**config.mk**
```make
export PLATFORM = sky130hd
export DESIGN_NAME = ash_handler
export DESIGN_NICKNAME = d
export VERILOG_FILES = /design/src/ash_pkg.sv /design/src/ash_handler.sv
export SDC_FILE = /design/constraint.sdc
export NUM_CORES = 1
export LEC_CHECK = 0
export ABC_AREA = 0
export ABC_CLOCK_PERIOD_IN_PS = 8300
export BUFFER_PORTS_ARGS = -buffer_cell sky130_fd_sc_hd__buf_2
export CAP_MARGIN = 10
export CORE_MARGIN = 2
export CORE_UTILIZATION = 50
export CTS_CLUSTER_DIAMETER = 30
export CTS_CLUSTER_SIZE = 40
export DETAILED_ROUTE_END_ITERATION = 12
export PLACE_DENSITY = 0.68
export SLEW_MARGIN = 20
export SYNTH_ARGS = -nofsm -noshare
export SYNTH_HDL_FRONTEND = slang
export SYNTH_SLANG_ARGS = --single-unit
```
**constraint.sdc**
```tcl
create_clock -name pclk -period 8.3 [get_ports pclk]
set_input_delay 0.83 -clock pclk [delete_from_list [all_inputs] [get_ports pclk]]
set_output_delay 0.83 -clock pclk [all_outputs]
set_load 0.03 [all_outputs]
```
**src/ash_pkg.sv**
```systemverilog
// Constants, types and decode helpers of the adapter setup command handler
package ash_pkg;

	// ----------------------------------------------------------------
	// Register map (byte addresses)
	// ----------------------------------------------------------------
	localparam logic [7:0] ADDR_CMD = 8'h00;
	localparam logic [7:0] ADDR_STATUS = 8'h04;
	localparam logic [7:0] ADDR_DATA_IN = 8'h08;
	localparam logic [7:0] ADDR_CONFIG = 8'h0C;
	localparam logic [7:0] ADDR_SETTINGS = 8'h10;

	// ----------------------------------------------------------------
	// Field positions
	// ----------------------------------------------------------------
	localparam int ST_DONE_BIT = 0;
	localparam int ST_REJ_BIT = 1;
	localparam int ST_SLOT_BIT = 4;
	localparam int CFG_DMA_LSB = 0;
	localparam int CFG_IRQ_LSB = 8;
	localparam int CFG_ID_LSB = 16;
	localparam int SET_MS_LSB = 0;
	localparam int SET_SELEN_BIT = 16;
	localparam int SET_SLOTEN_BIT = 20;
	localparam int SET_PRE_LSB = 24;

	// ----------------------------------------------------------------
	// Command codes and reply lengths
	// ----------------------------------------------------------------
	localparam logic [7:0] OP_TEST = 8'h00;
	localparam logic [7:0] OP_BOARD_ID = 8'h04;
	localparam logic [7:0] OP_SLOT_EN = 8'h05;
	localparam logic [7:0] OP_SEL_TO = 8'h06;
	localparam logic [7:0] OP_PREEMPT = 8'h07;
	localparam logic [7:0] OP_OFF_BUS = 8'h08;
	localparam logic [7:0] OP_XFER_RATE = 8'h09;
	localparam logic [7:0] OP_DEVICES = 8'h0A;
	localparam logic [7:0] OP_CONFIG = 8'h0B;
	localparam logic [3:0] ID_LEN = 4'h4;
	localparam logic [3:0] CFG_LEN = 4'h3;
	localparam logic [3:0] DEV_LEN = 4'h8;
	localparam logic [7:0] FLAG_ON = 8'h01;

	// ----------------------------------------------------------------
	// Reset values and timing
	// ----------------------------------------------------------------
	localparam logic [1:0] CFG_DMA_DEF = 2'h0;
	localparam logic [7:0] CFG_IRQ_DEF = 8'h04;
	localparam logic [2:0] CFG_ID_DEF = 3'h7;
	localparam logic [15:0] SEL_TO_DEF_MS = 16'h00FA;
	localparam logic [3:0] PREEMPT_DEF_US = 4'h7;
	localparam logic [7:0] PREEMPT_MAX_US = 8'h0F;
	localparam int CLK_PERIOD_NS = 10;
	localparam int US_NS = 1000;
	localparam int MS_NS = 1000000;
	localparam int CYC_PER_US = US_NS / CLK_PERIOD_NS;

	typedef struct packed {
		logic slot_free;
		logic waiting;
		logic port_full;
		logic rejected;
		logic done;
	} ash_flags_t;

	typedef struct packed {
		logic [2:0] scsi_id;
		logic [7:0] irq;
		logic [1:0] dma;
	} ash_cfg_t;

	function automatic logic [2:0] f_param_count(input logic [7:0] op);
		case (op)
			OP_SLOT_EN, OP_PREEMPT, OP_OFF_BUS, OP_XFER_RATE: f_param_count = 3'h1;
			OP_SEL_TO: f_param_count = 3'h4;
			default: f_param_count = 3'h0;
		endcase
	endfunction : f_param_count

	// Option 0 reports no channel, 1..3 report channels 5..7
	function automatic logic [7:0] f_dma_code(input logic [1:0] sel);
		case (sel)
			2'h1: f_dma_code = 8'h20;
			2'h2: f_dma_code = 8'h40;
			2'h3: f_dma_code = 8'h80;
			default: f_dma_code = 8'h00;
		endcase
	endfunction : f_dma_code

endpackage : ash_pkg

```
**src/ash_handler.sv**
```systemverilog
// Adapter setup command handler: command port, replies, timers and bus request
//
// Chosen here: the register addresses and the APB register port.
`timescale 1ns/1ps
module ash_handler
	import ash_pkg::*;
#(
	parameter int CYC_PER_MS = MS_NS / CLK_PERIOD_NS,
	parameter logic [7:0] BOARD_TYPE = 8'h5A, // Arbitrary identity value
	parameter logic [7:0] FEATURES = 8'h53, // Arbitrary identity value
	parameter logic [7:0] FW_REVISION = 8'h33,
	parameter logic [7:0] FW_VERSION = 8'h31
) (
	input wire logic pclk,
	input wire logic presetn,
	input wire logic psel,
	input wire logic penable,
	input wire logic pwrite,
	input wire logic [7:0] paddr,
	input wire logic [31:0] pwdata,
	output logic [31:0] prdata,
	output logic pready,
	output logic pslverr,
	input wire logic mbox_slot_cleared,
	input wire logic sel_start,
	input wire logic scsi_bsy,
	output logic sel_timeout,
	output logic probe_req,
	output logic [2:0] probe_target,
	output logic [2:0] probe_lun,
	input wire logic probe_done,
	input wire logic probe_present,
	input wire logic xfer_want,
	input wire logic xfer_done,
	input wire logic bm_ack,
	output logic bm_request,
	output logic bm_owned
);

	typedef enum logic [2:0] {S_IDLE, S_PARAM, S_EXEC, S_REPLY, S_PROBE} ash_state_t;

	ash_state_t state;
	ash_flags_t flg;
	ash_cfg_t cfg;
	logic [7:0] cmd_byte;
	logic [7:0] opcode;
	logic [7:0] prm [4];
	logic [2:0] prm_cnt;
	logic [7:0] rbuf [8];
	logic [3:0] rlen;
	logic [3:0] ridx;
	logic [7:0] data_in;
	logic slot_en;
	logic sel_en;
	logic [15:0] sel_ms;
	logic [3:0] preempt_us;
	logic ex_done;
	logic ex_rej;
	logic rfin;
	logic load;
	logic own;
	logic [31:0] rd_cfg;
	logic [31:0] rd_set;
	logic [10:0] hold_cyc;
	logic [10:0] pre_cnt;
	logic sel_act;
	logic [31:0] sel_cyc;
	logic [15:0] sel_msc;

	// ----------------------------------------------------------------
	// APB slave
	// ----------------------------------------------------------------
	// Read data is sampled in the setup phase, so every access has no wait
	wire acc = psel & penable;
	wire wr = acc & pwrite;
	wire mapped = paddr inside {ADDR_CMD, ADDR_STATUS, ADDR_DATA_IN, ADDR_CONFIG, ADDR_SETTINGS};
	wire cmd_wr = wr && paddr == ADDR_CMD && !flg.port_full && (state == S_IDLE || state == S_PARAM);
	wire stat_wr = wr && paddr == ADDR_STATUS;
	wire din_rd = acc && !pwrite && paddr == ADDR_DATA_IN;
	wire din_setup = psel && !penable && !pwrite && paddr == ADDR_DATA_IN;
	wire busy = state != S_IDLE;

	assign pready = 1'b1;
	assign pslverr = acc & ~mapped;

	always_comb begin
		rd_cfg = '0;
		rd_cfg[CFG_DMA_LSB +: 2] = cfg.dma;
		rd_cfg[CFG_IRQ_LSB +: 8] = cfg.irq;
		rd_cfg[CFG_ID_LSB +: 3] = cfg.scsi_id;
		rd_set = '0;
		rd_set[SET_MS_LSB +: 16] = sel_ms;
		rd_set[SET_SELEN_BIT] = sel_en;
		rd_set[SET_SLOTEN_BIT] = slot_en;
		rd_set[SET_PRE_LSB +: 4] = preempt_us;
	end

	always_ff @(posedge pclk or negedge presetn) begin
		if (!presetn) begin
			prdata <= '0;
		end else if (psel && !penable) begin
			case (paddr)
				ADDR_CMD, ADDR_STATUS: prdata <= {26'h0, busy, flg};
				ADDR_DATA_IN: prdata <= {24'h0, data_in};
				ADDR_CONFIG: prdata <= rd_cfg;
				ADDR_SETTINGS: prdata <= rd_set;
				default: prdata <= '0;
			endcase
		end
	end

	always_ff @(posedge pclk or negedge presetn) begin
		if (!presetn) begin
			cfg <= {CFG_ID_DEF, CFG_IRQ_DEF, CFG_DMA_DEF};
		end else if (wr && paddr == ADDR_CONFIG) begin
			cfg <= {pwdata[CFG_ID_LSB +: 3], pwdata[CFG_IRQ_LSB +: 8], pwdata[CFG_DMA_LSB +: 2]};
		end
	end

	// ----------------------------------------------------------------
	// Command execution decode
	// ----------------------------------------------------------------
	always_comb begin
		ex_done = 1'b0;
		ex_rej = 1'b0;
		if (state == S_EXEC) begin
			case (opcode)
				OP_TEST, OP_OFF_BUS, OP_XFER_RATE: ex_done = 1'b1;
				OP_BOARD_ID, OP_CONFIG, OP_DEVICES: ex_done = 1'b0;
				OP_SLOT_EN: begin
					// Valid enable stays silent to spare the host an interrupt
					ex_done = prm[0] > FLAG_ON;
					ex_rej = prm[0] > FLAG_ON;
				end
				OP_SEL_TO: begin
					ex_done = 1'b1;
					ex_rej = prm[0] > FLAG_ON || prm[1] != 8'h00;
				end
				OP_PREEMPT: begin
					ex_done = 1'b1;
					ex_rej = prm[0] > PREEMPT_MAX_US;
				end
				default: begin
					ex_done = 1'b1;
					ex_rej = 1'b1;
				end
			endcase
		end
	end

	assign load = state == S_REPLY && !flg.waiting && ridx != rlen && !din_setup;
	assign rfin = state == S_REPLY && ridx == rlen && !flg.waiting;
	assign own = probe_target == cfg.scsi_id;
	assign probe_req = state == S_PROBE && !own;

	// ----------------------------------------------------------------
	// Status flags, set wins over clear
	// ----------------------------------------------------------------
	always_ff @(posedge pclk or negedge presetn) begin
		if (!presetn) begin
			flg <= '0;
		end else begin
			flg.done <= ex_done | rfin | (flg.done & ~(stat_wr & pwdata[ST_DONE_BIT]));
			flg.rejected <= ex_rej | (flg.rejected & ~(stat_wr & pwdata[ST_REJ_BIT]));
			flg.slot_free <= (mbox_slot_cleared & slot_en) |
				(flg.slot_free & ~(stat_wr & pwdata[ST_SLOT_BIT]));
			// Port clears one cycle after a byte lands: the gate the host polls
			flg.port_full <= cmd_wr | (flg.port_full & state != S_IDLE & state != S_PARAM);
			flg.waiting <= load | (flg.waiting & ~din_rd);
		end
	end

	always_ff @(posedge pclk or negedge presetn) begin
		if (!presetn) begin
			cmd_byte <= '0;
			data_in <= '0;
		end else begin
			if (cmd_wr) begin
				cmd_byte <= pwdata[7:0];
			end
			if (load) begin
				data_in <= rbuf[ridx[2:0]];
			end
		end
	end

	// ----------------------------------------------------------------
	// Command sequencer
	// ----------------------------------------------------------------
	always_ff @(posedge pclk or negedge presetn) begin
		if (!presetn) begin
			state <= S_IDLE;
			opcode <= '0;
			prm_cnt <= '0;
			rlen <= '0;
			ridx <= '0;
			probe_target <= '0;
			probe_lun <= '0;
			for (int i = 0; i < 4; i++) begin
				prm[i] <= '0;
			end
			for (int i = 0; i < 8; i++) begin
				rbuf[i] <= '0;
			end
		end else begin
			case (state)
				S_IDLE: begin
					if (flg.port_full) begin
						opcode <= cmd_byte;
						prm_cnt <= '0;
						state <= f_param_count(cmd_byte) == 3'h0 ? S_EXEC : S_PARAM;
					end
				end
				S_PARAM: begin
					if (flg.port_full) begin
						prm[prm_cnt[1:0]] <= cmd_byte;
						prm_cnt <= prm_cnt + 3'h1;
						if (prm_cnt + 3'h1 == f_param_count(opcode)) begin
							state <= S_EXEC;
						end
					end
				end
				S_EXEC: begin
					ridx <= '0;
					case (opcode)
						OP_BOARD_ID: begin
							rbuf[0] <= BOARD_TYPE;
							rbuf[1] <= FEATURES;
							rbuf[2] <= FW_REVISION;
							rbuf[3] <= FW_VERSION;
							rlen <= ID_LEN;
							state <= S_REPLY;
						end
						OP_CONFIG: begin
							rbuf[0] <= f_dma_code(cfg.dma);
							rbuf[1] <= cfg.irq;
							rbuf[2] <= {5'h00, cfg.scsi_id};
							rlen <= CFG_LEN;
							state <= S_REPLY;
						end
						OP_DEVICES: begin
							// Cleared up front, so the own-ID byte stays zero
							for (int i = 0; i < 8; i++) begin
								rbuf[i] <= '0;
							end
							probe_target <= '0;
							probe_lun <= '0;
							state <= S_PROBE;
						end
						default: state <= S_IDLE;
					endcase
				end
				S_REPLY: begin
					if (load) begin
						ridx <= ridx + 4'h1;
					end
					if (rfin) begin
						state <= S_IDLE;
					end
				end
				S_PROBE: begin
					if (own || probe_done) begin
						if (!own) begin
							rbuf[probe_target][probe_lun] <= probe_present;
						end
						if (own || probe_lun == 3'h7) begin
							probe_lun <= '0;
							probe_target <= probe_target + 3'h1;
							if (probe_target == 3'h7) begin
								rlen <= DEV_LEN;
								state <= S_REPLY;
							end
						end else begin
							probe_lun <= probe_lun + 3'h1;
						end
					end
				end
				default: state <= S_IDLE;
			endcase
		end
	end

	// ----------------------------------------------------------------
	// Settings applied by valid commands
	// ----------------------------------------------------------------
	always_ff @(posedge pclk or negedge presetn) begin
		if (!presetn) begin
			slot_en <= 1'b0;
			sel_en <= 1'b1;
			sel_ms <= SEL_TO_DEF_MS;
			preempt_us <= PREEMPT_DEF_US;
		end else if (state == S_EXEC && !ex_rej) begin
			if (opcode == OP_SLOT_EN) begin
				slot_en <= prm[0][0];
			end
			if (opcode == OP_SEL_TO) begin
				sel_en <= prm[0][0];
				sel_ms <= {prm[2], prm[3]};
			end
			if (opcode == OP_PREEMPT) begin
				preempt_us <= prm[0][3:0];
			end
		end
	end

	// ----------------------------------------------------------------
	// Selection time-out
	// ----------------------------------------------------------------
	always_ff @(posedge pclk or negedge presetn) begin
		if (!presetn) begin
			sel_act <= 1'b0;
			sel_cyc <= '0;
			sel_msc <= '0;
			sel_timeout <= 1'b0;
		end else begin
			sel_timeout <= 1'b0;
			if (sel_start && sel_en) begin
				sel_act <= 1'b1;
				sel_cyc <= '0;
				sel_msc <= '0;
			end else if (sel_act) begin
				if (scsi_bsy) begin
					sel_act <= 1'b0;
				end else if (sel_msc == sel_ms) begin
					sel_act <= 1'b0;
					sel_timeout <= 1'b1;
				end else if (sel_cyc == 32'(CYC_PER_MS - 1)) begin
					sel_cyc <= '0;
					sel_msc <= sel_msc + 16'h1;
				end else begin
					sel_cyc <= sel_cyc + 32'h1;
				end
			end
		end
	end

	// ----------------------------------------------------------------
	// Bus master request and preempt release
	// ----------------------------------------------------------------
	assign hold_cyc = 11'(32'(preempt_us) * CYC_PER_US);

	always_ff @(posedge pclk or negedge presetn) begin
		if (!presetn) begin
			bm_request <= 1'b0;
			bm_owned <= 1'b0;
			pre_cnt <= '0;
		end else if (!bm_request) begin
			bm_request <= xfer_want;
			pre_cnt <= '0;
		end else if (!bm_owned) begin
			bm_owned <= bm_ack;
		end else if (xfer_done || (!bm_ack && pre_cnt + 11'h1 >= hold_cyc)) begin
			bm_request <= 1'b0;
			bm_owned <= 1'b0;
		end else if (!bm_ack) begin
			pre_cnt <= pre_cnt + 11'h1;
		end
	end

	logic up;
	logic [11:0] lost_cnt;
	always_ff @(posedge pclk or negedge presetn) begin
		if (!presetn) begin
			up <= 1'b0;
			lost_cnt <= '0;
		end else begin
			up <= 1'b1;
			lost_cnt <= bm_owned && !bm_ack ? lost_cnt + 12'h1 : 12'h0;
		end
	end
endmodule : ash_handler

```
* Yosys cells after proc, flatten, opt, wreduce, memory -nomap -nowiden
Cells that the tools add are included.
** Word-level totals
- Bits in registers :: 275
- Bits in latches :: 0
- Memory bits (writable) :: 0
- Memory bits (read-only) :: 0
- Input bits :: 53
- Memories kept :: 0
** Cells by class
- Add/subtract/negate cells :: 7
- Multipliers :: 1
- Divide/modulo/power cells :: 0
- $lt $le $gt $ge :: 10
- Equal/unequal tests :: 51
- Shifts and indexed selects :: 0
- Mux-type cells :: 82
- Bitwise operators :: 27
- Reductions and logical operators :: 70
** Operators by type and width (count)
- two-way mux 32 bit :: 6
- two-way mux 64 bit :: 2
- case mux 64 bit (2 select lines) :: 1
- case mux 28 bit (4 select lines) :: 1
- two-way mux 16 bit :: 5
- case mux 24 bit (3 select lines) :: 1
- bitwise mux 64 bit :: 1
- == test 8 x 3 -> 1 bit (second input constant) :: 8
- == test 8 x 4 -> 1 bit (second input constant) :: 8
- two-way mux 3 bit :: 18
- two-way mux 11 bit :: 4
- case mux 3 bit (2 select lines) :: 6
- adder 32 x 1 -> 32 bit (second input constant) :: 1
- bitwise mux 32 bit :: 1
- == test 32 x 17 -> 1 bit (second input constant) :: 1
- two-way mux 8 bit :: 4
- binary-select mux 8 bit (select 3 bit) :: 1
- demux 8 bit (select 3 bit) :: 1
- case mux 4 bit (2 select lines) :: 3
- case mux 8 bit (3 select lines) :: 1
- logical AND 1 bit :: 22
- AND reduction 4 bit :: 5
- adder 16 x 1 -> 16 bit (second input constant) :: 1
- demux 8 bit (select 2 bit) :: 1
- 56 further kinds :: 145

* Depth between registers and ports, before layout
Gate-level depths: netlist (run 1).
- Depth in word-level cells :: 10
- Gate-level depth with buffers :: 13

* Worst setup path after synthesis (run 1)
Ideal clock, no wire load.
- Path kind :: input -> output
- From :: in paddr[1]
- To :: out pslverr
- Arrival time :: 2.339 ns
- Required time :: 7.470 ns
- Path slack :: 5.131 ns
- Cell stages on the path :: 4
- Buffers on the path :: 1
- Cells stage by stage :: or4_1 nor3_1 clkbuf_1 nor3_1
** Between the ends
- Cells in the longest elaborated chain, start to end :: 4
- Elaborated cells between the ends (all ways) :: 8
- Those cells by class :: 4 x eq/ne; 2 x bitwise; 2 x reduce/logical
** Ends and longest elaborated chain
- start, declared :: RTL line ash_handler.sv:19 : input wire logic [7:0] paddr,
- == test 8 x 3 -> 1 bit, or another cell as far along :: RTL line ash_handler.sv:76 : wire mapped = paddr inside {ADDR_CMD, ADDR_STATUS, ADDR_DATA_IN, ADDR_CONFIG, ADDR_SETTINGS};
- nonzero test 5 bit * :: RTL line ash_handler.sv:76
- inverter 1 bit * :: RTL line ash_handler.sv:84 : assign pslverr = acc & ~mapped;
- bitwise AND 1 bit * :: RTL line ash_handler.sv:84
- end, declared :: RTL line ash_handler.sv:23 : output logic pslverr,
Every way passes the cells marked *; elsewhere a longest branch is shown, timed or not.

* Worst setup path after layout (run 1)
- From :: reg preempt_us[1]
- To :: reg pre_cnt[0]
** Between the ends
- Cells in the longest elaborated chain, start to end :: 6
** Ends and longest elaborated chain
- start, declared :: RTL line ash_handler.sv:56 : logic [3:0] preempt_us;
- start signal, assigned :: RTL line ash_handler.sv:301 : preempt_us <= prm[0][3:0];
- multiplier 4 x 5 -> 9 bit :: RTL line ash_handler.sv:340 : assign hold_cyc = 11'(32'(preempt_us) * CYC_PER_US);
- >= comparator 11 bit :: RTL line ash_handler.sv:352 : end else if (xfer_done || (!bm_ack && pre_cnt + 11'h1 >= hold_cyc)) begin
- logical AND 1 bit :: RTL line ash_handler.sv:352
- logical OR 1 bit :: RTL line ash_handler.sv:352
- != test 2 bit (no source line)
- AND reduction 3 bit (no source line)
- end signal, assigned :: RTL line ash_handler.sv:356 : pre_cnt <= pre_cnt + 11'h1;
- end, declared :: RTL line ash_handler.sv:65 : logic [10:0] pre_cnt;
Every way passes these cells.
A chain may end at the register's enable or synchronous reset.

==> impl_metrics.csv, run 1 <==
group,metric,value,unit
sta,fin_crit,3.60,ns
layout,drive_gt1_share,21.7,%
worst_setup_path,crit_path_start_kind,"flip-flop",
floorplanning,die-area,29500,um^2
pwr,totalPowerFinal,0.00413,W
layout,num-nets-final,1555,
floorplanning,boundaryPins,97,
route,drtIter0Drc,1005,
clock_network,cts_tree,"done",
floorplanning,die_x,172,um
sta,finalWorstSetupSlack,4.70,ns
sta,finalSetupViolCount,0,
synth,syn-cell-area,14100,um^2
synth,syn_avg_cell_area,10.1,um^2
worst_setup_path,crit_family,"adder cells",
clock_network,holdBufCountCts,0,
pwr,vdd_drop_max,0.000167,V
synth,ys_ff_latch,266,
worst_setup_path,slowest_delay,0.76,ns
placed_design,placed_cell_area,14700,um^2
clock_network,root_buffer,"clkbuf_16",
route,wl_per_cell,19.9,um
worst_setup_path,cp.buffers_inverters,2,
clock_network,clock_latency,0.57,ns
job,drv_cap,0,
layout,final_core_util,61.0,%
worst_setup_path,cp_slowest_cell,"o21ai_1",
synth,synth_seq_area_share,47.4,%
global_route,grtUsageTotal,26.1,%
clock_network,postCtsSetupBuffers,0,
synth,synth_commonest_cells,"dfrtp_1, o21ai_0, nand2_1, a21oi_1, mux2_2",
synth,ys.flop_type,"dfrtp_1",
placed_design,pre_cts_ws,4.43,ns
synth,synth_largest_area_cell,"dfrtp_1",
clock_network,clockBufferDepth,3,
synth,synth_top_area_share,44.7,%
layout,fill_cells,2303,
floorplanning,placementRows,61,
route,via_per_inst,6.19,
route,first_pass_iters,6,
hold_path,hold_path.class,"input port to asynchronous set/reset pin",
synth,synth_edf_count,0,
synth,synthesis.instances,1402,
route,drt-total-wl,37.8,mm
global_route,globalRoute.totalOverflow,0,
synth,synthTopCellsByArea,"dfrtp_1, mux2_2, o21ai_0",
placed_design,io_buffers,74,
sta,tightest_slew,0.983,ns
synth,yosysWarningCount,0,
worst_setup_path,cp-end-kind,"flip-flop",
placed_design,place_hpwl,24.5,mm
sta,rsz0062_at_grt,"false",
synth,ys_types,66,
layout,area_growth,20.3,%
global_route,grt_pass1_wl,61.0,mm
worst_setup_path,cpMostUsedCell,"ha_1",
placed_design,routabilityCongestion,0.850,
pwr,p_leak,7.69,nW
floorplanning,die_height,172,um
sta,finalCritPeriodShare,43.4,%
global_route,first_global_vias,11400,
global_route,antenna_found_initial,0,
clock_network,cts_buffers,60,
worst_setup_path,required,8.74,ns
worst_setup_path,cp_max_fo,15,
clock_network,clk_pin_slew_worst_paths,0.05,ns
sta,slew_headroom,34.0,%
global_route,grt_max_degree,180,
worst_setup_path,arrival,4.04,ns
sta,fmax,0.278,GHz
sta,timing.final.hold_violations,0,
route,postRouteAntennaNets,0,
pwr,power.density,244,nW/um^2
clock_network,cts.sinks,266,
synth,synth.most_common_cell,"dfrtp_1",
floorplanning,start_util,50.7,%
worst_setup_path,crit_chain,"ha_1 > ha_1 > inv_1 > fa_1 > ha_1 > and4_1 > a41oi_1 > o21ai_1 > inv_1 > and3_1 > mux2i_1",
clock_network,cts_resized,0,
outcome,status,"completed",
layout,num_antenna_cells,0,
worst_setup_path,worstSetupPathType,"flip-flop to flip-flop",
sta,fin_worst_skew,0.0149,ns
layout,design_area,16900,um^2
synth,async_flop_share,100,%
route,drc,0,
clock_network,htreeDepth,2,
route,vias,11700,
floorplanning,core_region_area,27800,um^2
sta,finalSetupTns,0,ns
sta,drv_slew,0,
## where the power goes
part	switching (W)	total (W)	internal [W]
combinational	0.000107	0.000187	0.0000797
clock	0.000749	0.00254	0.00179
sequential	0.0000529	0.00141	0.00135
total	0.000908	0.00413	0.00323
## worst paths after layout
check / from / endpoint / slack [ns] / depth (start not counted)
worst max-delay path: preempt_us[1]$_DFFE_PN1P_ / pre_cnt[0]$_DFFE_PN0P_ / 4.70 / 11
worst min-delay path: presetn / prdata[26]$_DFFE_PN0P_ / 0.26 / 1
worst max register to register: preempt_us[1]$_DFFE_PN1P_ / pre_cnt[0]$_DFFE_PN0P_ / 4.70 / 11
worst min register to register: prdata[18]$_DFFE_PN0P_ / prdata[18]$_DFFE_PN0P_ / 0.47 / 2
max in group asynchronous: presetn / rbuf[15]$_DFFE_PN0P_ / 6.65 / 2
min in group pclk: prdata[18]$_DFFE_PN0P_ / prdata[18]$_DFFE_PN0P_ / 0.47 / 2
## layer usage
layer	GRT usage, %	up-vias	routed length, um
met4	8.29	0	843
met2	42.1	449	17900
met3	5.31	71	2760
met1	35.7	5855	16300
met5	0	-	0
li1	-	5354	-
## through the flow
step                      hold WS, ns  std cells
after global placement          0.456       1786
after global routing            0.318       1896
after CTS                       0.290       1896
after detailed placement        0.464       1786
final                           0.260       1896
after floorplan                 0.446       1409
## cells in the final DEF, fill, tap and decap left out, types with 31 or more instances in the layout
cell       count
nand2_1      120
nand3_1       38
dfrtp_1      252
mux2_2        88
buf_2         73
inv_1         32
ha_1          31
and3_1        33
clkbuf_16     61
a21oi_1       99
o21ai_0      181
nor2_1        47
## cell type report
cell class	instances	area (um^2)	share of cell area (%)
Clock buffer	74	1680	9.89
Clock inverter	36	532	3.14
Inverter	32	120	0.709
Multi-Input combinational cell	1020	6960	41.1
Sequential cell	266	6670	39.4
Tap cell	378	473	2.79
Timing Repair Buffer	90	513	3.03
## sequential cells by signal (all words and copies together) (netlist names), 3 cells and up
name and flops:
cfg 13, cmd_byte 8, data_in 8, flg 5, opcode 8, prdata 24
pre_cnt 11, preempt_us 4, prm 32, prm_cnt 3, probe_lun 3, probe_target 3
rbuf 64, ridx 4, rlen 3, sel_cyc 32, sel_ms 16, sel_msc 16
state 3
## worst reg2reg max path, delay by kind of cell, from the launching register on
family / cells / cell delay, ns
buffers and inverters: 2 / 0.27
and+or+nand+nor: 2 / 0.44
muxes: 1 / 0.13
adders and majority gates: 4 / 1.18
AOI/OAI and AO/OA: 2 / 0.88
DFF: 1 / 0.58
## cell families after synthesis
kind of cell	count (synthesis)	share of synthesized area [%]
flip-flops	266	47.4
other	2	0.0533
buffers and inverters	123	3.64
AND/OR/NAND/NOR	374	13.5
multiplexers	125	11.1
AO/OA/AOI/OAI	444	19.2
adder cells (fa/ha/maj)	32	2.89
XOR/XNOR	36	2.24
Note: power is estimated with default switching activity, not from simulation.
==> run 2, diff against run 1 <==
- ABC_CLOCK_PERIOD_IN_PS: 8300 -> 3200
- PLACE_DENSITY: 0.68 -> 0.71
- clock period: 8.3 -> 3.2 ns (I/O delays scaled with it)
==> run 2 against run 1 <==
  * First-iteration DRC count grew 31%
  * Largest power group unchanged
  * Highest routed layer unchanged
  * Combinational power grew to 2.7 times the previous value
  * Critical path type unchanged
  * Design area up 1.5%
  * Hold slack got worse by 0.25 ns
  * Clock skew is 0.0059 ns higher
  * Setup slack got worse by 4.6 ns
  * Sequential power rose to 2.6 times the previous value
  * Via count increased by 2.3%
==> impl_metrics.csv, run 2 (synthesized netlist as in run 1, its figures left out) <==
group,metric,value,unit
sta,slew_headroom,35.0,%
layout,largest-register,"rbuf",
clock_network,htreeDepth,2,
route,vias,12000,
hold_path,hold_path.class,"input port to flip-flop",
layout,largest_reg_flops,64,
worst_setup_path,cp_max_fo,6,
floorplanning,start_util,50.7,%
clock_network,cts_tree,"done",
layout,fill_cells,2269,
layout,final_common_cell,"dfrtp_1",
clock_network,clk_pin_slew_worst_paths,0.05,ns
sta,timing.final.hold_violations,0,
route,drc,0,
sta,finalCritPeriodShare,97.4,%
pwr,swShare,23.3,%
global_route,grt_pass1_wl,62.1,mm
sta,rsz0062_at_grt,"true",
job,drv_cap,0,
layout,top_regs,"rbuf: 64 flops, prm: 32 flops, sel_cyc: 32 flops",
global_route,antenna_found_initial,0,
pwr,power.density,582,nW/um^2
route,wl_per_cell,19.8,um
clock_network,cts_buffers,56,
global_route,globalRoute.totalOverflow,0,
worst_setup_path,crit_path_start_kind,"flip-flop",
floorplanning,boundaryPins,97,
layout,num-nets-final,1608,
pwr,p_int,0.00768,W
clock_network,root_buffer,"clkbuf_16",
worst_setup_path,cp-end-kind,"flip-flop",
pwr,power_frac_comb,5.1,%
global_route,first_global_vias,12000,
placed_design,routabilityCongestion,0.845,
placed_design,place_hpwl,25.4,mm
sta,fin_worst_skew,0.0208,ns
floorplanning,die-area,29500,um^2
route,via_per_inst,6.15,
global_route,grtUsageTotal,26.4,%
clock_network,cts.sinks,266,
route,first_pass_iters,7,
clock_network,clock_latency,0.56,ns
route,drt-total-wl,38.6,mm
sta,finalSetupTns,0,ns
placed_design,io_buffers,74,
worst_setup_path,arrival,3.53,ns
sta,fin_crit,3.12,ns
pwr,power_switching,0.00234,W
route,postRouteAntennaNets,0,
worst_setup_path,worstSetupPathType,"flip-flop to flip-flop",
clock_network,clockBufferDepth,3,
route,drtIter0Drc,1316,
sta,finalSetupViolCount,0,
worst_setup_path,required,3.62,ns
sta,fmax,0.321,GHz
floorplanning,placementRows,61,
global_route,grt_max_degree,83,
sta,timing.hold.ws,0.0124,ns
pwr,power_frac_clock,58.5,%
pwr,totalPowerFinal,0.0100,W
floorplanning,die_x,172,um
floorplanning,die_height,172,um
pwr,seqPwrFrac,36.4,%
layout,area_growth,22.1,%
sta,tightest_slew,0.968,ns
sta,drv_slew,0,
layout,mostFrequentLayoutCells,"dfrtp_1, o21ai_0, nand2_1",
pwr,p_leak,7.89,nW
outcome,status,"completed",
floorplanning,core_region_area,27800,um^2
pwr,vdd_drop_max,0.000393,V
layout,drive_gt1_share,24.1,%
## run 2: critical path, cell delays in order, from the launching register on
cell	delay [ns]
dfstp_2	0.53
inv_1	0.06
ha_1	0.27
inv_1	0.04
ha_1	0.18
ha_1	0.31
xnor2_2	0.14
ha_1	0.31
a21o_1	0.20
a21oi_2	0.19
o21ai_4	0.11
buf_6	0.14
o311ai_0	0.35
o41ai_1	0.14
## run 2: area by class of cell
type                       instances  area, um^2  share of cell area [%]
timing repair buffer             147         975                    5.66
antenna                            1        2.50                  0.0145
clock inverter                    32         369                    2.15
clock buffer                      73        1580                    9.16
multi-input combinational       1020        7020                    40.8
inverter                          32         120                   0.698
tap                              378         473                    2.75
sequential                       266        6670                    38.8
## run 2: path summary, 6_finish.rpt
kind | from | to | slack, ns | cells past startpoint
worst max-delay path | preempt_us[2]$_DFFE_PN1P_ | pre_cnt[4]$_DFFE_PN0P_ | 0.08 | 13
worst min-delay path | pwdata[10] | cfg[4]$_DFFE_PN1P_ | 0.01 | 2
worst max register to register | preempt_us[2]$_DFFE_PN1P_ | pre_cnt[4]$_DFFE_PN0P_ | 0.08 | 13
worst min register to register | prdata[12]$_DFFE_PN0P_ | prdata[12]$_DFFE_PN0P_ | 0.47 | 2
max in group asynchronous | presetn | cfg[12]$_DFFE_PN1P_ | 1.89 | 3
min in group asynchronous | presetn | prdata[24]$_DFFE_PN0P_ | 0.33 | 2
## run 2: per-layer routing
metal  GRT usage, %  vias to the layer above  routed length [um]  share of wire [%]
li1               -                     5460                   -                  -
met5              0                        -                   0                  0
met4           9.43                        0                 960                2.5
met2           43.9                      535               18400                 48
met1           35.2                     5905               16400                 42
met3           4.39                       96                2840                7.4
## run 2: what timing repair did
item,4_1_cts,5_1_grt
gates resized for setup,1,13
buffers inserted,0,2
hold buffers,8,0
endpoints found under the setup margin,4,13
pin swaps,0,4
hold endpoints to repair,67,0
gates cloned,0,1
## run 2: metrics by stage
step / area [um^2] / setup WS [ns] / std cells / utilization, %
5_1_grt: 17200 / -0.0437 / 1948 / 61.9
3_5_place_dp: 15100 / -0.0584 / 1832 / 54.3
6_report: 17200 / 0.0820 / 1949 / 61.9
4_1_cts: 17100 / 0.0318 / 1945 / 61.6
3_3_place_gp: 15100 / -0.220 / 1832 / 54.3
2_1_floorplan: 14100 / 0.233 / 1409 / -
## run 2: power by group through the flow
stage | registers, W | logic (W) | clock network (W)
after CTS | 0.00364 | 0.000510 | 0.00592
after detailed placement | 0.00369 | 0.000498 | 0
after floorplan | 0.00365 | 0.000328 | 0
after global routing | 0.00366 | 0.000568 | 0.00612
final | 0.00365 | 0.000508 | 0.00586
after global placement | 0.00369 | 0.000484 | 0
==> run 3, diff against run 2 <==
- CORE_MARGIN: 2 -> 3
==> run 3 against run 2 <==
  * Non-clock buffer count decreased by 11
  * Combinational power about the same
  * First-iteration DRC count decreased by 22%
  * Sequential share of layout area decreased by 0.12 points
  * Utilization increased by 1.2 points
==> impl_metrics.csv, run 3 (synthesized netlist as in run 1, its figures left out) <==
group,metric,value,unit
outcome,status,"completed",
worst_setup_path,cp_max_fo,6,
layout,final_common_cell,"dfrtp_1",
pwr,totalPowerFinal,0.0104,W
sta,timing.final.hold_violations,0,
route,drc,0,
layout,regArea,6670,um^2
layout,largest-register,"rbuf",
global_route,antenna_found_initial,0,
sta,slew_headroom,33.4,%
layout,drive_gt1_share,23.6,%
global_route,first_global_vias,11800,
placed_design,routabilityCongestion,0.870,
clock_network,cts_tree,"done",
route,first_pass_iters,5,
floorplanning,core_region_area,27300,um^2
global_route,grtUsageTotal,24.9,%
clock_network,clk_pin_slew_worst_paths,0.05,ns
layout,area_growth,22.5,%
pwr,power.density,603,nW/um^2
worst_setup_path,worstSetupPathType,"flip-flop to flip-flop",
floorplanning,boundaryPins,97,
floorplanning,die-area,30200,um^2
route,via_per_inst,6.13,
sta,tightest_slew,0.992,ns
placed_design,io_buffers,74,
sta,finalSetupTns,0,ns
worst_setup_path,arrival,3.49,ns
placed_design,placed_cell_area,15000,um^2
sta,fmax,0.329,GHz
layout,num-nets-final,1598,
layout,fill_cells,2202,
floorplanning,die_x,174,um
placed_design,place_hpwl,25.3,mm
pwr,vdd_drop_max,0.000435,V
clock_network,clockBufferDepth,3,
clock_network,clock_latency,0.56,ns
global_route,grt_max_degree,92,
sta,fin_crit,3.04,ns
sta,drv_slew,0,
worst_setup_path,required,3.65,ns
job,drv_cap,0,
clock_network,htreeDepth,2,
global_route,grt_pass1_wl,61.9,mm
floorplanning,die_height,174,um
clock_network,cts_buffers,57,
route,wl_per_cell,19.7,um
layout,top_regs,"rbuf: 64 flops, prm: 32 flops, sel_cyc: 32 flops",
sta,finalSetupViolCount,0,
clock_network,root_buffer,"clkbuf_16",
layout,largest_reg_flops,64,
sta,fin_worst_skew,0.0111,ns
floorplanning,placementRows,60,
worst_setup_path,crit_path_start_kind,"flip-flop",
route,vias,11900,
route,drtIter0Drc,1020,
sta,rsz0062_at_grt,"false",
route,drt-total-wl,38.2,mm
layout,design_area,17300,um^2
pwr,p_leak,7.89,nW
floorplanning,start_util,51.6,%
clock_network,cts.sinks,266,
layout,mostFrequentLayoutCells,"dfrtp_1, o21ai_0, nand2_1",
global_route,globalRoute.totalOverflow,0,
hold_path,hold_path.class,"input port to flip-flop",
sta,finalCritPeriodShare,95.0,%
layout,multi_input_area,7000,um^2
layout,num_antenna_cells,0,
route,postRouteAntennaNets,0,
worst_setup_path,cp-end-kind,"flip-flop",
run 3: cell type report:
class                      count  area share, %
clock buffer                  70           9.20
clock inverter                38           2.80
inverter                      32          0.696
multi-input combinational   1020           40.6
sequential                   266           38.7
tap                          372           2.70
timing repair buffer         136           5.37
run 3: power by group:
group / internal (W) / leakage [nW] / total [W] / switching (W)
registers: 0.00351 / 3.60 / 0.00366 / 0.000145
clock network: 0.00427 / 1.02 / 0.00625 / 0.00198
logic: 0.000224 / 3.27 / 0.000510 / 0.000286
total: 0.00800 / 7.89 / 0.0104 / 0.00241
run 3: repair_timing:
item	in CTS	in global routing
resized for setup	0	13
hold endpoints to repair	90	0
endpoints found under the setup margin	0	13
hold buffers	12	0
buffers inserted	0	1
run 3: path summary, 6_finish.rpt:
kind                                            from                      end  slack (ns)  cells after the start
max in group asynchronous                    presetn      cfg[11]$_DFFE_PN1P_        1.94                      3
setup reg to reg           preempt_us[2]$_DFFE_PN1P_   pre_cnt[5]$_DFFE_PN0P_        0.16                     13
setup / recovery           preempt_us[2]$_DFFE_PN1P_   pre_cnt[5]$_DFFE_PN0P_        0.16                     13
hold reg to reg                prdata[6]$_DFFE_PN0P_    prdata[6]$_DFFE_PN0P_        0.47                      2
hold / removal                             pwdata[4]  cmd_byte[4]$_DFFE_PN0P_        0.02                      2
min in group asynchronous                    presetn   pre_cnt[7]$_DFFE_PN0P_        0.34                      2
run 3: stage by stage:
step	util [%]	cells	setup slack, ns	hold slack (ns)
after floorplan	-	1409	0.233	0.0244
after global placement	54.9	1812	-0.290	0.373
after detailed placement	54.9	1812	0.00582	0.379
after CTS	62.9	1932	0.00440	0.00726
after global routing	63.2	1934	0.0234	0.0171
final	63.2	1934	0.159	0.0225
run 3: per-layer routing:
layer	up-vias	GRT usage, %	share of wire, %
li1	5454	-	-
met1	5866	34.3	43
met2	453	39.7	47
met3	84	3.78	6.3
met4	0	9.95	3.4
met5	-	0	0
run 3: critical path, stage by stage, from the launching register on:
cell and delay, ns:
dfstp_2 0.53, inv_1 0.06, ha_1 0.27, inv_1 0.04
ha_1 0.18, ha_1 0.28, xnor2_1 0.18, ha_1 0.28
a21o_1 0.20, a21oi_2 0.18, o21ai_4 0.10, buf_2 0.17
buf_4 0.14, o41ai_1 0.32
